## src/inc/ssmtx_cfg.svh

```systemverilog
`ifndef SSMTX_CFG_SVH
`define SSMTX_CFG_SVH

// Register byte offsets on the Avalon slave.
`define SSMTX_OFF_TXBUF    6'h00
`define SSMTX_OFF_BAUD     6'h04
`define SSMTX_OFF_MODE     6'h08
`define SSMTX_OFF_COMM     6'h0c
`define SSMTX_OFF_STATUS   6'h10
`define SSMTX_OFF_START    6'h14
`define SSMTX_OFF_STOP     6'h18
`define SSMTX_OFF_OUTLVL   6'h1c
`define SSMTX_OFF_OUTEN    6'h20
`define SSMTX_OFF_PRESC    6'h24

// Field positions.
`define SSMTX_COMM_LEN8    0
`define SSMTX_COMM_LSB     1
`define SSMTX_COMM_CKP     2
`define SSMTX_COMM_DAP     3
`define SSMTX_MODE_IRQSEL  0
`define SSMTX_LVL_DATA     0
`define SSMTX_LVL_CLK      4
`define SSMTX_ST_BFF       0
`define SSMTX_ST_TSF       1
`define SSMTX_ST_SE0       2
`define SSMTX_ST_SE1       3

// Reset values.
`define SSMTX_RST_BAUD     8'h02
`define SSMTX_RST_COMM     8'h01
`define SSMTX_RST_MODE     8'h00
`define SSMTX_RST_OUTLVL   8'h11
`define SSMTX_RST_OUTEN    8'h00
`define SSMTX_RST_PRESC    8'h00

// Longest prescaler exponent and divider width.
`define SSMTX_PRESC_MAX    4'hf
`define SSMTX_DIV_W        7

`endif

```

## src/inc/ssmtx_pkg.sv

```systemverilog
package ssmtx_pkg;

  // Shift engine states.
  typedef enum logic [1:0] {
    st_idle  = 2'b00,
    st_lead  = 2'b01,
    st_shift = 2'b10
  } ssmtx_state_t;

endpackage

```

## src/design/ssmtx_baud_div.sv

```systemverilog
`timescale 1ns/1ns
`include "ssmtx_cfg.svh"

// Half-period tick generator: prescaler of 2^ps then divider of div+1.
module ssmtx_baud_div
  import ssmtx_pkg::*;
(
  // Clock and reset.
  input  wire logic                    sys_clk,
  input  wire logic                    rstn,
  // Control.
  input  wire logic                    run,
  input  wire logic [3:0]              ps_sel,
  input  wire logic [`SSMTX_DIV_W-1:0] div,
  // One-cycle enable, once per half serial clock period.
  output logic                         tick
);

  logic [14:0]             pre_cnt_reg;  // Free prescaler count while running.
  logic [`SSMTX_DIV_W-1:0] div_cnt_reg;  // Divider count of prescaled pulses.
  logic [14:0]             pre_mask;     // Low count bits that must all be set.
  logic                    pre_en;       // Prescaled enable.

  // The mask holds ps_sel ones, so pre_en fires every 2^ps_sel cycles.
  assign pre_mask = 15'((16'h0001 << ps_sel) - 16'h0001);
  assign pre_en   = run && ((pre_cnt_reg & pre_mask) == pre_mask);
  // Half period is 2^ps*(div+1) cycles, slowest at ps=15 and div=127.
  assign tick     = pre_en && (div_cnt_reg == div);

  // Both counters restart while stopped so each word begins in phase.
  always_ff @(posedge sys_clk or negedge rstn) begin
    if (!rstn) begin
      pre_cnt_reg <= 15'h0000;
      div_cnt_reg <= 7'h00;
    end else if (!run) begin
      pre_cnt_reg <= 15'h0000;
      div_cnt_reg <= 7'h00;
    end else begin
      pre_cnt_reg <= pre_cnt_reg + 15'h0001;
      if (tick) begin
        div_cnt_reg <= 7'h00;
      end else if (pre_en) begin
        div_cnt_reg <= div_cnt_reg + 7'h01;
      end
    end
  end

endmodule

```

## src/design/ssmtx_top.sv

```systemverilog
// The Avalon-MM slave port and the address map were left to the implementer.
`timescale 1ns/1ns
`include "ssmtx_cfg.svh"

// Behaviour
// clock and data out lines used only.
// word length 7 or 8 bits.
// serial clock at most system clock over four.
// software keeps divider field at one or more.
// phase 0: first bit at first clock toggle.
// phase 1: first bit half period early; the code drives it a full period (two half periods) before the first toggle.
// polarity 0: change on fall, sample on rise.
// polarity 1: change on rise, sample on fall.
// irq on word end or buffer empty.
// write while buffer full overwrites pending word.
// software changes irq source before last bit.
// software sets idle clock level per polarity.
// after enable rewrite software fully reinitialises.
// software sets only its output enable bit.
// start bit write enables that channel only.
// rate from prescaler and divider counter.
// stop bit write clears channel enable.
// load clears buffer full, sets busy.
// MSB or LSB first, one bit per period.
module ssmtx_top
  import ssmtx_pkg::*;
(
  // Clock and reset.
  input  wire logic        sys_clk,
  input  wire logic        rstn,
  // Avalon-MM slave.
  input  wire logic [5:0]  avs_address,
  input  wire logic        avs_read,
  input  wire logic        avs_write,
  input  wire logic [31:0] avs_writedata,
  input  wire logic [3:0]  avs_byteenable,
  output logic      [31:0] avs_readdata,
  output logic             avs_waitrequest,
  // Serial pins, output only in transmission.
  output logic             serial_clock_pin,
  output logic             serial_data_out_pin,
  // Channel interrupt pulse.
  output logic             channel_irq
);

  // Register file.
  logic [7:0]   tx_data_buffer;         // Pending transmit word.
  logic [7:0]   baud_divider_reg;       // Divider in bits 7:1.
  logic [7:0]   channel_mode_reg;       // Interrupt source select.
  logic [7:0]   comm_setting_reg;       // Length, order, polarity, phase.
  logic [7:0]   serial_output_level;    // Idle data and clock levels.
  logic [7:0]   serial_output_enable;   // Data output enable per channel.
  logic [7:0]   presc_sel_reg;          // Prescaler exponent.
  logic [1:0]   op_enabled_status;      // Channel enable per channel.
  logic         buffer_full_flag;       // Buffer holds an unsent word.
  logic         tsf_reg;                // Word in the shift register.
  // Bus handshake.
  logic         ack_reg;                // Second cycle of an access.
  logic         wr_acc;                 // Write takes effect.
  logic         wr_txbuf;               // Accepted write to the buffer.
  // Shift engine.
  ssmtx_state_t state_reg;              // Engine state.
  logic [7:0]   shreg_reg;              // Word being shifted.
  logic [2:0]   bit_idx_reg;            // Bits already sent.
  logic         phase_reg;              // 0 awaits change edge, 1 sample edge.
  logic         first_reg;              // First change edge of a word.
  logic         sck_reg;                // Serial clock output.
  logic         dout_reg;               // Serial data output.
  logic         irq_reg;                // Interrupt pulse.
  logic         tick;                   // Half-period enable.
  logic         load;                   // Buffer moves to shift register.
  logic         word_end;               // Last sample edge of a word.
  logic         stop_wr;                // Stop trigger for channel 0.
  logic [2:0]   msb_idx;                // Index of the top data bit.
  logic [2:0]   pick;                   // Index of the bit now due.
  logic         load_bit;               // First bit of the buffered word.
  logic         len8;                   // Eight-bit words.
  logic         lsb_first;              // Order select.
  logic         dap;                    // Data phase select.

  assign len8      = comm_setting_reg[`SSMTX_COMM_LEN8];
  assign lsb_first = comm_setting_reg[`SSMTX_COMM_LSB];
  assign dap       = comm_setting_reg[`SSMTX_COMM_DAP];

  // Word length sets which bit is the top one.
  assign msb_idx  = len8 ? 3'h7 : 3'h6;
  assign pick     = lsb_first ? bit_idx_reg : 3'(msb_idx - bit_idx_reg);
  assign load_bit = lsb_first ? tx_data_buffer[0] : tx_data_buffer[msb_idx];

  // Engine events.
  assign load     = (state_reg == st_idle) && op_enabled_status[0] && buffer_full_flag;
  assign word_end = (state_reg == st_shift) && tick && phase_reg && (bit_idx_reg == msb_idx);
  assign wr_acc   = avs_write && ack_reg && avs_byteenable[0];
  assign wr_txbuf = wr_acc && (avs_address == `SSMTX_OFF_TXBUF);
  assign stop_wr  = wr_acc && (avs_address == `SSMTX_OFF_STOP) && avs_writedata[0];

  // Access waits one cycle, answering on the second.
  assign avs_waitrequest = (avs_read || avs_write) && !ack_reg;

  // Pins come straight from flip-flops.
  assign serial_clock_pin    = sck_reg;
  assign serial_data_out_pin = dout_reg;
  assign channel_irq         = irq_reg;

  // Half-period tick generator, running only while a word is under way.
  ssmtx_baud_div u_baud (
    .sys_clk (sys_clk),
    .rstn    (rstn),
    .run     (state_reg != st_idle),
    .ps_sel  (presc_sel_reg[3:0]),
    .div     (baud_divider_reg[7:1]),
    .tick    (tick)
  );

  // Handshake flag that separates the wait cycle from the answer cycle.
  always_ff @(posedge sys_clk or negedge rstn) begin
    if (!rstn) begin
      ack_reg <= 1'b0;
    end else begin
      ack_reg <= (avs_read || avs_write) && !ack_reg;
    end
  end

  // Read data is latched in the wait cycle and stands until the next read.
  always_ff @(posedge sys_clk or negedge rstn) begin
    if (!rstn) begin
      avs_readdata <= 32'h0000_0000;
    end else if (avs_read && !ack_reg) begin
      case (avs_address)
        `SSMTX_OFF_TXBUF:  avs_readdata <= {24'h00_0000, tx_data_buffer};
        `SSMTX_OFF_BAUD:   avs_readdata <= {24'h00_0000, baud_divider_reg};
        `SSMTX_OFF_MODE:   avs_readdata <= {24'h00_0000, channel_mode_reg};
        `SSMTX_OFF_COMM:   avs_readdata <= {24'h00_0000, comm_setting_reg};
        `SSMTX_OFF_STATUS: avs_readdata <= {28'h000_0000, op_enabled_status,
                                            tsf_reg, buffer_full_flag};
        `SSMTX_OFF_START:  avs_readdata <= {30'h0000_0000, op_enabled_status};
        `SSMTX_OFF_OUTLVL: avs_readdata <= {24'h00_0000, serial_output_level};
        `SSMTX_OFF_OUTEN:  avs_readdata <= {24'h00_0000, serial_output_enable};
        `SSMTX_OFF_PRESC:  avs_readdata <= {24'h00_0000, presc_sel_reg};
        // Stop trigger and unmapped offsets read as zero.
        default:           avs_readdata <= 32'h0000_0000;
      endcase
    end
  end

  // Plain configuration registers.
  always_ff @(posedge sys_clk or negedge rstn) begin
    if (!rstn) begin
      baud_divider_reg     <= `SSMTX_RST_BAUD;
      channel_mode_reg     <= `SSMTX_RST_MODE;
      comm_setting_reg     <= `SSMTX_RST_COMM;
      serial_output_level  <= `SSMTX_RST_OUTLVL;
      serial_output_enable <= `SSMTX_RST_OUTEN;
      presc_sel_reg        <= `SSMTX_RST_PRESC;
    end else if (wr_acc) begin
      case (avs_address)
        `SSMTX_OFF_BAUD:   baud_divider_reg     <= avs_writedata[7:0];
        // The source select may change mid-word and counts at the next event.
        `SSMTX_OFF_MODE:   channel_mode_reg     <= avs_writedata[7:0];
        `SSMTX_OFF_COMM:   comm_setting_reg     <= avs_writedata[7:0];
        `SSMTX_OFF_OUTLVL: serial_output_level  <= avs_writedata[7:0];
        `SSMTX_OFF_OUTEN:  serial_output_enable <= avs_writedata[7:0];
        `SSMTX_OFF_PRESC:  presc_sel_reg        <= {4'h0, avs_writedata[3:0]};
        // Other offsets leave the configuration alone.
        default:           presc_sel_reg        <= presc_sel_reg;
      endcase
    end
  end

  // Channel enables: start bits set, stop bits clear, each channel alone.
  always_ff @(posedge sys_clk or negedge rstn) begin
    if (!rstn) begin
      op_enabled_status <= 2'b00;
    end else if (wr_acc && (avs_address == `SSMTX_OFF_START)) begin
      op_enabled_status <= op_enabled_status | avs_writedata[1:0];
    end else if (wr_acc && (avs_address == `SSMTX_OFF_STOP)) begin
      op_enabled_status <= op_enabled_status & ~avs_writedata[1:0];
    end
  end

  // Transmit buffer and its full flag; a new write wins over a load.
  always_ff @(posedge sys_clk or negedge rstn) begin
    if (!rstn) begin
      tx_data_buffer   <= 8'h00;
      buffer_full_flag <= 1'b0;
    end else if (wr_txbuf) begin
      tx_data_buffer   <= avs_writedata[7:0];
      buffer_full_flag <= 1'b1;
    end else if (load) begin
      buffer_full_flag <= 1'b0;
    end
  end

  // Shift engine: load, optional lead half period, then bit periods.
  always_ff @(posedge sys_clk or negedge rstn) begin
    if (!rstn) begin
      state_reg   <= st_idle;
      shreg_reg   <= 8'h00;
      bit_idx_reg <= 3'h0;
      phase_reg   <= 1'b0;
      first_reg   <= 1'b0;
      tsf_reg     <= 1'b0;
      sck_reg     <= 1'b1;
      dout_reg    <= 1'b1;
    end else if (stop_wr) begin
      // A stop abandons any word; idle then parks the clock, and parks the data line only while its output enable is clear.
      state_reg <= st_idle;
      tsf_reg   <= 1'b0;
    end else begin
      case (state_reg)
        st_idle: begin
          // Idle clock level is software's choice matching the polarity.
          sck_reg <= serial_output_level[`SSMTX_LVL_CLK];
          if (!serial_output_enable[0]) begin
            dout_reg <= serial_output_level[`SSMTX_LVL_DATA];
          end
          if (load) begin
            shreg_reg   <= tx_data_buffer;
            bit_idx_reg <= 3'h0;
            phase_reg   <= 1'b0;
            first_reg   <= 1'b1;
            tsf_reg     <= 1'b1;
            if (dap) begin
              dout_reg  <= load_bit;
              state_reg <= st_lead;
            end else begin
              state_reg <= st_shift;
            end
          end
        end
        st_lead: begin
          // Data already stands; wait half a period here, then another half period in st_shift before the first toggle.
          if (tick) begin
            state_reg <= st_shift;
          end
        end
        st_shift: begin
          if (tick) begin
            sck_reg <= ~sck_reg;
            if (!phase_reg) begin
              // Leading toggle: fall at polarity 0, rise at polarity 1.
              phase_reg <= 1'b1;
              first_reg <= 1'b0;
              if (!(first_reg && dap)) begin
                dout_reg <= shreg_reg[pick];
              end
            end else begin
              // Trailing toggle is the slave's sample edge; data holds.
              phase_reg <= 1'b0;
              if (bit_idx_reg == msb_idx) begin
                state_reg <= st_idle;
                tsf_reg   <= 1'b0;
              end else begin
                bit_idx_reg <= bit_idx_reg + 3'h1;
              end
            end
          end
        end
        default: begin
          state_reg <= st_idle;
        end
      endcase
    end
  end

  // Interrupt: word end in single mode, buffer empty in continuous mode.
  always_ff @(posedge sys_clk or negedge rstn) begin
    if (!rstn) begin
      irq_reg <= 1'b0;
    end else if (channel_mode_reg[`SSMTX_MODE_IRQSEL]) begin
      irq_reg <= load;
    end else begin
      irq_reg <= word_end;
    end
  end
endmodule

```

## config.mk

```make
export PLATFORM = sky130hd
export DESIGN_NAME = ssmtx_top
export DESIGN_NICKNAME = d
export VERILOG_FILES = /design/src/inc/ssmtx_pkg.sv /design/src/design/ssmtx_baud_div.sv /design/src/design/ssmtx_top.sv
export VERILOG_INCLUDE_DIRS = /design/src /design/src/inc
export SDC_FILE = /design/constraint.sdc
export NUM_CORES = 1
export LEC_CHECK = 0
export BUFFER_PORTS_ARGS = -buffer_cell sky130_fd_sc_hd__buf_2
export CORE_MARGIN = 10
export CORE_UTILIZATION = 43
export CTS_BUF_LIST = sky130_fd_sc_hd__clkbuf_4 sky130_fd_sc_hd__clkbuf_8
export DETAILED_ROUTE_END_ITERATION = 6
export PLACE_DENSITY = 0.71
export SLEW_MARGIN = 20
export SYNTH_ARGS = -nofsm -noshare
export SYNTH_HDL_FRONTEND = slang
export SYNTH_SLANG_ARGS = --single-unit
```

## constraint.sdc

```tcl
create_clock -name sys_clk -period 2.7 [get_ports sys_clk]
set_input_delay 0.135 -clock sys_clk [delete_from_list [all_inputs] [get_ports sys_clk]]
set_output_delay 0.135 -clock sys_clk [all_outputs]
set_load 0.02 [all_outputs]
```

# == After elaboration in Yosys (flattened, before gate mapping) ==
# Cells that the tools add are included.
# Widths: inputs -> output; s select.
# op_classes
n_addsub,5
n_lt_le_gt_ge,2
eq_ne,26
shifts,1
n_mux,51
n_bitwise,6
reduce_logical,39
# op_table
op,n
$pmux 8 s9,1
$eq 6x5->1 const B,4
$mux 1,23
$mux 7,3
$reduce_and 5->1,4
$mux 2,9
$logic_and 1x1->1,16
$add 15x1->15 const B,1
$and 15x15->15,1
$eq 15x15->1,1
$mux 15,1
$mux 3,5
$ne 3x3->1 const B,5
$shl 1x4->15 const A,1
$sub 15x1->15 const B,1
$eq 6x4->1 const B,2
$eq 6x6->1 const B,2
$ne 2x2->1 const B,6
$reduce_and 2->1,6
$pmux 1 s2,5
$lt 3x4->1 const B,2
$reduce_bool 2->1,4
$add 7x1->7 const B,1
$eq 7x7->1,1
22 further kinds,25
# word_totals
ff_bits,129
inputBits,46

# == Depth between registers and ports, before layout ==
# Gate-level depths: netlist of the first run.
# logic_depth
ltp_word,10
depth_mapped,12

# == Modules after synthesis ==
# From an unflattened synthesis of the first run, not the netlist that was laid out.
# unflattened
hier_cells,545
hier_area_um2,5784.3
# by_module_without_submodules
mod,n_inst,cells_per_inst,area_per_inst_um2
ssmtx_top,1,376,4260.3
ssmtx_baud_div,1,169,1524.0

# == Worst setup path before layout of the first run ==
# OpenSTA, ideal clock, no wires.
# synth_timing
path_type,register -> register
from,register presc_sel_reg[1]
to,register u_baud.div_cnt_reg[6]
setup_ns,0.078
t_arrival_ns,2.737
required_ns,2.622
slack_ns,-0.115
path_stages_with_launch,12
path_cell_list,dfrtp_1 > clkbuf_1 > nor4_1 > inv_1 > ha_1 > clkbuf_1 > or4b_1 > nor2_1 > a2111oi_2 > nand4b_2 > or4b_1 > a21oi_1
# synth_between
elab_chain_len,8
word_cells_on_any_way,9
# synth_rtl
element,line,source
from (decl),ssmtx_top.sv:53,logic [7:0] presc_sel_reg;
from (signal assigned),ssmtx_top.sv:154,presc_sel_reg <= `SSMTX_RST_PRESC;
from (signal assigned),ssmtx_top.sv:163,"`SSMTX_OFF_PRESC: presc_sel_reg <= {4'h0, avs_writedata[3:0]};"
from (signal assigned),ssmtx_top.sv:165,default: presc_sel_reg <= presc_sel_reg;
$shl 1x4->15 (*),ssmtx_baud_div.sv:25,assign pre_mask = 15'((16'h0001 << ps_sel) - 16'h0001);
$sub 15x1->15 (*),ssmtx_baud_div.sv:25,
$and 15x15->15,ssmtx_baud_div.sv:26,assign pre_en = run && ((pre_cnt_reg & pre_mask) == pre_mask);
$eq 15x15->1 (*),ssmtx_baud_div.sv:26,
$logic_and 1x1->1 (*),ssmtx_baud_div.sv:26,
$logic_and 1x1->1,ssmtx_baud_div.sv:28,assign tick = pre_en && (div_cnt_reg == div);
$mux 7,ssmtx_baud_div.sv:40,if (tick) begin
$mux 7,ssmtx_baud_div.sv:35,end else if (!run) begin
to (signal assigned),ssmtx_baud_div.sv:43,div_cnt_reg <= div_cnt_reg + 7'h01;
to (decl),ssmtx_baud_div.sv:20,logic [`SSMTX_DIV_W-1:0] div_cnt_reg;
# Mark *: on every way between the ends. The rest lies on a longest branch, timed or not.
# A chain may end at the register's enable or synchronous reset.

# == Worst setup path in the final report of the first run ==
# layout_timing
from,register presc_sel_reg[3]
to,register u_baud.div_cnt_reg[6]
# The elaborated chain is that of the path after synthesis.

==> flow_summary.yaml, run 1 <==
timing:
  tns_ps: 0
  finalSetupViolations: 0
  final.setup_skew_ps: 12.8
  max_freq_ghz: 0.389
  fin_crit_ps: 2570
  worst_pin_slew_ps: 699
  slew_violations: 0
  hold_viol: 0
  post-route-period-util: 0.951
  max-slew-margin-rel: 0.530
worst_setup_path:
  r2r-end: "u_baud.div_cnt_reg[6]$_DFFE_PN0P_"
  crit_required_ps: 3030
  reg2reg_from: "presc_sel_reg[3]$_DFFE_PN0P_"
  cp_slowest_cell: "or4b_1"
  critPathKind: "reg -> reg"
  crit_chain: "nor4_4 > inv_1 > ha_1 > xor2_1 > a2111oi_4 > nand4b_4 > or4b_1 > a21oi_1"
  start_kind: "flip-flop"
  reg2regPathDepth: 8
  cp_num_buf_inv: 1
  cp-end-kind: "flip-flop"
  critPathTopFamily: "simple AND/OR/NAND/NOR gates"
  crit_fanout: 6
  rrSetupSlack_ps: 130
  slowest_delay_ps: 500
  arrival_ps: 2900
synthesis:
  yosysSeqAreaShare: 0.455
  ys_types: 64
  synth_cells: 561
  syn_area_per_cell_um2: 10.3
  synth-main-ff-cell: "dfrtp_1"
  synth-edff-count: 0
  synth_seq_cells: 105
  yosysWarnings: 0
  synthArstFlopShare: 1.00
  synth_area_mm2: 0.00579
run:
  max-cap-violations: 0
layout:
  drive_above_1_share: 0.272
  largest_reg_flops: 15
  final_common_cell: "dfrtp_1"
  antenna_cells: 0
  mostFrequentLayoutCells: "97 x dfrtp_1, 61 x mux2_2, 52 x nand2_1"
  final_cells: 782
  final_area_mm2: 0.00646
  area_growth_syn_to_layout_pct: 11.6
  nets: 653
cts:
  cts_tree: "built"
  cts_root_buf: "clkbuf_8"
  cts_sinks: 105
  cts_buffers: 9
  clk_latency_ps: 400
  clockBufferDepth: 2
  cts.clk_slew.worst_paths_ps: 110
  htree_levels: 3
pwr:
  power_density_mw_per_mm2: 566
  leakagePower_uw: 0.00296
  ir_drop_mv: 0.389
  design_power_total_uw: 3660
placed_design:
  gp_congestion: 0.935
  io_buffer_count: 30
  hpwl_um: 10500
  place_inst: 762
  place_area_mm2: 0.00614
min_path:
  whs_path_depth: 3
  worstHoldEndpoint: "ack_reg$_DFF_PN0_"
  hp-start: "avs_write"
  worst_hold_path_type: "in -> reg"
route:
  firstDrtPassIters: 5
  viasPerCell: 5.76
  drc: 0
  ant_nets: 0
  wl_um: 14300
  dr_total_vias: 4503
  drtIter0Drc: 397
  wl_per_cell_um: 18.2
global_routing:
  grt_antenna_before_repair: 0
  grt_pass1_vias: 4446
  grt_pass1_wl_um: 23100
  grt_overflow: 0
  grt_max_degree: 57
  grtUsageTotal: 0.156
floorplan:
  initial_core_util: 0.437
  fp-row-count: 42
  die_h_um: 136
  core_area_mm2: 0.0132
  dieArea_mm2: 0.0185
  io_pins: 82
  die_x_um: 136
run_status:
  run_status: "finished clean"
## power breakdown
| group | leakage, uW | internal, uW | switching (uW) | total, uW |
|---|---|---|---|---|
| registers | 0.00142 | 1660 | 105 | 1760 |
| logic | 0.00145 | 375 | 545 | 921 |
| clock network | 0.0000966 | 380 | 600 | 980 |
| total | 0.00296 | 2410 | 1250 | 3660 |
## final cells by class
type	count	area (um2)
sequential	105	2640
fill	1218	6780
tap	176	220
clock inverter	6	58.8
clock buffer	10	138
timing repair buffer	56	365
multi-input combinational	416	3000
inverter	13	48.8
## routing by layer
| layer | GRT usage | up-vias | part of all wire | routed length [um] |
|---|---|---|---|---|
| li1 | - | 2083 | - | - |
| met2 | 0.261 | 155 | 0.50 | 7080 |
| met3 | 0.0358 | 23 | 0.063 | 901 |
| met1 | 0.192 | 2242 | 0.42 | 6010 |
| met5 | 0 | - | 0 | 0 |
| met4 | 0.0568 | 0 | 0.019 | 271 |
## worst reg2reg max path, cell delays in order (launching register included)
cell	delay [ps]
dfrtp_2	450
nor4_4	290
inv_1	70
ha_1	250
xor2_1	220
a2111oi_4	380
nand4b_4	190
or4b_1	500
a21oi_1	160
## through the flow
| stage | utilization | worst slack (ps) | hold WS (ps) |
|---|---|---|---|
| finish | 0.488 | 131 | 40.7 |
| global route | 0.488 | -4.44 | 53.2 |
| CTS | 0.481 | 4.71 | 18.5 |
| detailed placement | 0.464 | -45.8 | 204 |
| global placement | 0.464 | 47.9 | 196 |
| floorplan | - | 8.39 | -161 |
## repair_timing
item                                    4_1_cts  5_1_grt
endpoints found under the hold margin        46        0
setup buffers                                 0        2
hold buffers                                  2        0
pin swaps                                     2        5
endpoints found under the setup margin        5       15
gates resized for setup                       3       16
## logic make-up after synthesis
kind of cell,Yosys count,share of synthesized area
and+or+nand+nor,194,0.174
DFF,105,0.455
AOI/OAI and AO/OA,103,0.125
muxes,71,0.145
buffers and inverters,63,0.0607
xor gates and xnor gates,18,0.0272
adders and majority gates,6,0.0130
other,1,0.000647
## Yosys cell counts, drive strengths merged, types with 4 or more instances
master,n,share of area
a211oi,6,0.0078
a21oi,16,0.014
a22o,9,0.014
a22oi,6,0.0078
a31oi,6,0.0065
and3,11,0.012
buf,36,0.043
clkbuf,14,0.0091
dfrtp,99,0.43
dfstp,6,0.027
ha,6,0.013
inv,11,0.0071
mux2,61,0.12
mux2i,6,0.010
mux4,4,0.016
nand2,52,0.034
nand2b,10,0.011
nand3,28,0.024
nand4,4,0.0043
nor2,37,0.025
nor3,15,0.014
nor4,6,0.010
o21ai,19,0.016
o22ai,6,0.0065
or3,11,0.012
xnor2,8,0.012
xor2,10,0.015
## worst max-delay path by stage
stage	start	endpoint	cells past startpoint	slack [ps]
2_1_floorplan	presc_sel_reg[3]$_DFFE_PN0P_	state_reg[1]$_DFFE_PN0P_	10	8
3_3_place_gp	presc_sel_reg[3]$_DFFE_PN0P_	bit_idx_reg[0]$_DFFE_PN0P_	9	50
3_5_place_dp	presc_sel_reg[3]$_DFFE_PN0P_	bit_idx_reg[0]$_DFFE_PN0P_	9	-50
4_1_cts	presc_sel_reg[3]$_DFFE_PN0P_	u_baud.div_cnt_reg[0]$_DFFE_PN0P_	11	5
5_1_grt	comm_setting_reg[0]$_DFFE_PN1P_	serial_data_out_pin$_DFFE_PN1P_	9	-4
6_report	presc_sel_reg[3]$_DFFE_PN0P_	u_baud.div_cnt_reg[6]$_DFFE_PN0P_	8	130
(Power assumes the default switching activity.)
==> run 2: changes to the inputs <==
--- a/config.mk
+++ b/config.mk
@@ -6,6 +6,7 @@
 export SDC_FILE = /design/constraint.sdc
 export NUM_CORES = 1
 export LEC_CHECK = 0
+export ABC_AREA = 1
 export BUFFER_PORTS_ARGS = -buffer_cell sky130_fd_sc_hd__buf_2
 export CORE_MARGIN = 10
 export CORE_UTILIZATION = 43
==> run 2 against run 1 <==
Against the previous run:
- total power up 3.0%
- sequential share of layout area up 2.9 points
- routed wire length down 3.8%
- synthesized cell count up 21%
- clock skew up 2.2 ps
- via count up 5.7%
- register-to-register slack better by 160 ps
- worst hold slack worse by 15 ps
- sequential power up 3%
- clock-buffer cell count up 2
- die area down 4.3%
- clock power about the same
- critical path type unchanged
==> flow_summary.yaml, run 2 <==
layout:
  fillers: 1234
  post-route-util: 0.480
  antenna_cells: 0
  drive_above_1_share: 0.130
  area_growth_syn_to_layout_pct: 9.71
  final_common_cell: "nand2_1"
  mostFrequentLayoutCells: "169 x nand2_1, 96 x dfrtp_1, 82 x o21ai_0"
  final_area_mm2: 0.00603
  largest_reg_flops: 15
  nets: 769
  seq_area_mm2: 0.00264
  multiInputGateArea_mm2: 0.00244
timing:
  final.setup_skew_ps: 15.0
  max-slew-margin-rel: 0.496
  max_freq_ghz: 0.416
  tns_ps: 0
  hold_slack_ps: 25.6
  rsz0062_at_grt: "false"
  hold_viol: 0
  fin_crit_ps: 2410
  post-route-period-util: 0.891
  slew_violations: 0
  finalSetupViolations: 0
  worst_pin_slew_ps: 754
worst_setup_path:
  start_kind: "flip-flop"
  cp-end-kind: "flip-flop"
  reg2reg_from: "presc_sel_reg[0]$_DFFE_PN0P_"
  crit_fanout: 6
  arrival_ps: 2740
  crit_required_ps: 3040
  critPathKind: "reg -> reg"
  setup.worst_path.start: "presc_sel_reg[0]$_DFFE_PN0P_"
cts:
  cts.clk_slew.worst_paths_ps: 100
  clk_latency_ps: 400
  cts_tree: "built"
  cts_buffers: 9
  cts_sinks: 105
  cts_root_buf: "clkbuf_8"
  clockBufferDepth: 2
  htree_levels: 3
synthesis:
  synth.most_common_cell: "nand2_1"
  synthArstFlopShare: 1.00
  synth_area_mm2: 0.00550
  synth-edff-count: 0
  synth-main-ff-cell: "dfrtp_1"
  ys_types: 42
  synth_top_cells_by_count: "169 x nand2_1, 99 x dfrtp_1, 82 x o21ai_0"
  netlist.area_leader.share: 0.450
  yosysSeqAreaShare: 0.479
  syn_area_per_cell_um2: 8.12
  synth_seq_cells: 105
  synth_top_area_cell: "dfrtp_1"
  synth_cells: 677
  synth_area_leaders: "dfrtp_1 45%, nand2_1 12%, o21ai_0 7.5%, inv_1 4.6%, nor2_1 3.9%"
  yosysWarnings: 0
route:
  firstDrtPassIters: 5
  drtIter0Drc: 456
  wl_um: 13700
  dr_total_vias: 4760
  viasPerCell: 5.32
  wl_per_cell_um: 15.3
  ant_nets: 0
  drc: 0
min_path:
  hp-start: "avs_write"
  worst_hold_path_type: "in -> reg"
global_routing:
  grt_pass1_wl_um: 22800
  grt_antenna_before_repair: 0
  grt_pass1_vias: 4620
  grt_max_degree: 106
  grt_overflow: 0
  grtUsageTotal: 0.156
floorplan:
  io_pins: 82
  core_area_mm2: 0.0126
  die_x_um: 133
  dieArea_mm2: 0.0177
  die_h_um: 133
  fp-row-count: 41
  initial_core_util: 0.438
placed_design:
  io_buffer_count: 30
  place_area_mm2: 0.00578
  gp_congestion: 0.919
  hpwl_um: 9890
run_status:
  run_status: "finished clean"
pwr:
  power_density_mw_per_mm2: 625
  leakagePower_uw: 0.00286
  design_power_total_uw: 3770
  ir_drop_mv: 0.233
run:
  max-cap-violations: 0
-- run 2: cell count changes in the layout (fill, tap and decap cells not counted), sizes merged, moves of 9 or more --
cell,before,now
nand2,52,171
o21ai,19,94
inv,14,74
mux2,61,5
nor2,37,68
buf,54,39
and3,11,0
or3,11,0
nand2b,10,0
a22o,9,0
-- run 2: repair_timing --
action | 4_1_cts | 5_1_grt
gates resized for setup | 0 | 5
endpoints found under the setup margin | 0 | 8
hold buffers | 2 | 0
endpoints found under the hold margin | 100 | 0
buffers inserted | 0 | 3
-- run 2: cells by family after synthesis --
family | count (synthesis) | synth area share
buffers and inverters | 110 | 0.0933
DFF | 105 | 0.479
adders and majority gates | 6 | 0.0136
xor gates and xnor gates | 14 | 0.0223
AOI/OAI and AO/OA | 144 | 0.151
and+or+nand+nor | 292 | 0.230
muxes | 5 | 0.0102
other | 1 | 0.000682
-- run 2: final cells by class --
| cell class | count | area share |
|---|---|---|
| Sequential cell | 105 | 0.437 |
| Multi-Input combinational cell | 485 | 0.405 |
| Inverter | 75 | 0.0471 |
| Timing Repair Buffer | 41 | 0.0419 |
| Tap cell | 172 | 0.0357 |
| Clock buffer | 12 | 0.0243 |
| Clock inverter | 4 | 0.00892 |
-- run 2: path summary, 6_finish.rpt --
kind / endpoint / slack [ps] / cells past startpoint
max reg2reg: state_reg[1]$_DFFE_PN0P_ / 290 / 16
max: state_reg[1]$_DFFE_PN0P_ / 290 / 16
min in group asynchronous: u_baud.pre_cnt_reg[13]$_DFF_PN0_ / 350 / 3
min: ack_reg$_DFF_PN0_ / 30 / 3
max in group asynchronous: presc_sel_reg[2]$_DFFE_PN0P_ / 1940 / 3
min reg2reg: shreg_reg[0]$_DFFE_PN0P_ / 490 / 2
-- run 2: stage by stage --
| step | setup slack (ps) | std cells |
|---|---|---|
| 3_5_place_dp | 273 | 873 |
| 6_report | 295 | 894 |
| 4_1_cts | 247 | 891 |
| 2_1_floorplan | 544 | 700 |
| 3_3_place_gp | 331 | 873 |
| 5_1_grt | 3.86 | 894 |
-- run 2: power by group --
part | switching, uW | total (uW) | internal (uW)
registers | 110 | 1810 | 1700
clock network | 548 | 1010 | 462
logic | 648 | 955 | 307
total | 1310 | 3770 | 2470
-- run 2: layer usage --
layer  track usage  vias up  share of wire
met5             0        -              0
met3        0.0402       25          0.074
met4        0.0478        0          0.017
li1              -     2280              -
met2         0.252      179           0.47
met1         0.200     2276           0.44
-- run 2: worst max-delay path, stage by stage (launching register included) --
cell and delay [ps]:
dfrtp_2 480, nor2_4 160, nand2_1 80, ha_1 230, inv_1 170, nand2_1 90, nand2_1 60, nor2_1 40
nor2_1 100, nand3_1 140, nor2_4 170, nand4_4 140, nand2_1 150, nand2_1 60, nor2_1 110, nand3_1 80
nand2_1 70
==> run 3: changes to the inputs <==
--- a/config.mk
+++ b/config.mk
@@ -6,7 +6,7 @@
 export SDC_FILE = /design/constraint.sdc
 export NUM_CORES = 1
 export LEC_CHECK = 0
-export ABC_AREA = 1
+export ABC_AREA = 0
 export BUFFER_PORTS_ARGS = -buffer_cell sky130_fd_sc_hd__buf_2
 export CORE_MARGIN = 10
 export CORE_UTILIZATION = 43
==> constraint.sdc (replaced) <==
create_clock -name sys_clk -period 2 [get_ports sys_clk]
set_input_delay 0.1 -clock sys_clk [delete_from_list [all_inputs] [get_ports sys_clk]]
set_output_delay 0.1 -clock sys_clk [all_outputs]
set_load 0.02 [all_outputs]
==> run 3 against run 2 <==
Against the previous run:
- the flow now finishes with violations (setup timing)
- cell count decreased by 6.5%
- clock skew decreased by 2.7 ps
- total power increased by 42%
- critical path depth decreased by 8
- fmax decreased by 6.4%
- combinational power increased by 83%
- sequential power increased by 31%
- register-to-register slack got worse by 860 ps
- largest cell class is now multi-input combinational cells
==> flow_summary.yaml, run 3 (synthesis results as in run 1) <==
layout:
  mostFrequentLayoutCells: "97 x dfrtp_1, 70 x buf_4, 61 x mux2_2"
  fillers: 1156
  largest_reg_flops: 15
  area_growth_syn_to_layout_pct: 22.8
  final_area_mm2: 0.00711
  antenna_cells: 0
  drive_above_1_share: 0.376
  nets: 707
  final_common_cell: "dfrtp_1"
worst_setup_path:
  reg2regPathDepth: 8
  arrival_ps: 2890
  crit_required_ps: 2320
  cp-end-kind: "flip-flop"
  start_kind: "flip-flop"
  critPathKind: "reg -> reg"
  crit_fanout: 9
floorplan:
  core_area_mm2: 0.0132
  die_x_um: 136
  initial_core_util: 0.437
  die_h_um: 136
  io_pins: 82
  dieArea_mm2: 0.0185
  fp-row-count: 42
placed_design:
  hpwl_um: 11000
  gp_congestion: 0.891
  io_buffer_count: 30
  dp_slack_ps: -654
  place_area_mm2: 0.00655
timing:
  finalSetupViolations: 18
  fin_ws_ps: -570
  rsz0062_at_grt: "true"
  hold_viol: 0
  post-route-period-util: 1.29
  final.setup_skew_ps: 12.3
  max_freq_ghz: 0.389
  max-slew-margin-rel: 0.652
  fin_crit_ps: 2570
  slew_violations: 0
  worst_pin_slew_ps: 520
run:
  max-cap-violations: 0
run_status:
  run_status: "finished, violations left"
  violations: "setup timing"
global_routing:
  grtUsageTotal: 0.164
  grt_max_degree: 40
  grt.busiest_layer: "met2"
  grt_pass1_wl_um: 24400
  grt_use_met3: 0.0339
  grt_antenna_before_repair: 0
  grt_overflow: 0
  use_met1: 0.210
  grtUsageMet2: 0.264
  grt_pass1_vias: 4789
pwr:
  ir_drop_mv: 0.525
  power_density_mw_per_mm2: 751
  leakagePower_uw: 0.00327
  design_power_total_uw: 5350
cts:
  cts_tree: "built"
  cts_root_buf: "clkbuf_8"
  clockBufferDepth: 2
  htree_levels: 3
  cts_buffers: 9
  cts.clk_slew.worst_paths_ps: 100
  cts_sinks: 105
  clk_latency_ps: 390
route:
  ant_nets: 0
  drc: 0
  firstDrtPassIters: 7
  viasPerCell: 5.70
  drtIter0Drc: 392
  wl_um: 15100
  dr_total_vias: 4768
  wl_per_cell_um: 18.1
min_path:
  whs_path_depth: 2
  worst_hold_path_type: "in -> reg"
-- run 3: through the flow --
stage	utilization	hold WS [ps]	TNS (ps)	instances
2_1_floorplan	-	-196	-8570	584
3_3_place_gp	0.495	37.4	-8830	813
3_5_place_dp	0.495	45.8	-9580	813
4_1_cts	0.519	44.9	-8230	833
5_1_grt	0.537	53.9	-9900	836
6_report	0.537	54.1	-7790	836
-- run 3: critical path: stages, from the launching register on --
cell,delay [ps]
dfrtp_2,450
buf_4,180
nor4b_1,350
buf_4,190
xor2_2,80
a2111oi_4,420
nand4b_4,180
or4b_4,510
a21oi_2,150
-- run 3: path summary, 6_finish.rpt --
check | endpoint | slack [ps] | start
worst min register to register | shreg_reg[0]$_DFFE_PN0P_ | 500 | shreg_reg[0]$_DFFE_PN0P_
max in group asynchronous | baud_divider_reg[1]$_DFFE_PN1P_ | 1140 | rstn
worst min-delay path | serial_output_enable[4]$_DFFE_PN0P_ | 50 | avs_writedata[4]
min in group asynchronous | u_baud.pre_cnt_reg[9]$_DFF_PN0_ | 170 | rstn
worst max register to register | u_baud.div_cnt_reg[6]$_DFFE_PN0P_ | -570 | presc_sel_reg[3]$_DFFE_PN0P_
worst max-delay path | u_baud.div_cnt_reg[6]$_DFFE_PN0P_ | -570 | presc_sel_reg[3]$_DFFE_PN0P_
-- run 3: per-layer routing --
metal | wire (um) | up-vias
met5 | 0 | -
met4 | 305 | 0
met3 | 938 | 26
met2 | 7370 | 172
met1 | 6500 | 2374
li1 | - | 2196
-- run 3: what timing repair did --
action                                  CTS  global route
hold buffers                              3             0
buffers inserted                          2             3
pin swaps                                15            22
resized for setup                        22            47
endpoints found under the hold margin    63             0
endpoints found under the setup margin   18            18
-- run 3: report_power, final --
| part | switching [uW] | leakage, uW | internal [uW] |
|---|---|---|---|
| logic | 937 | 0.00176 | 814 |
| registers | 132 | 0.00142 | 2230 |
| clock network | 737 | 0.0000947 | 490 |
-- run 3: layout make-up --
cell class	instances	area (um2)	area share
clock buffer	11	139	0.0195
clock inverter	5	40.0	0.00563
sequential	105	2640	0.371
multi-input combinational	416	3230	0.454
inverter	13	48.8	0.00686
timing repair buffer	110	800	0.112
tap	176	220	0.0310
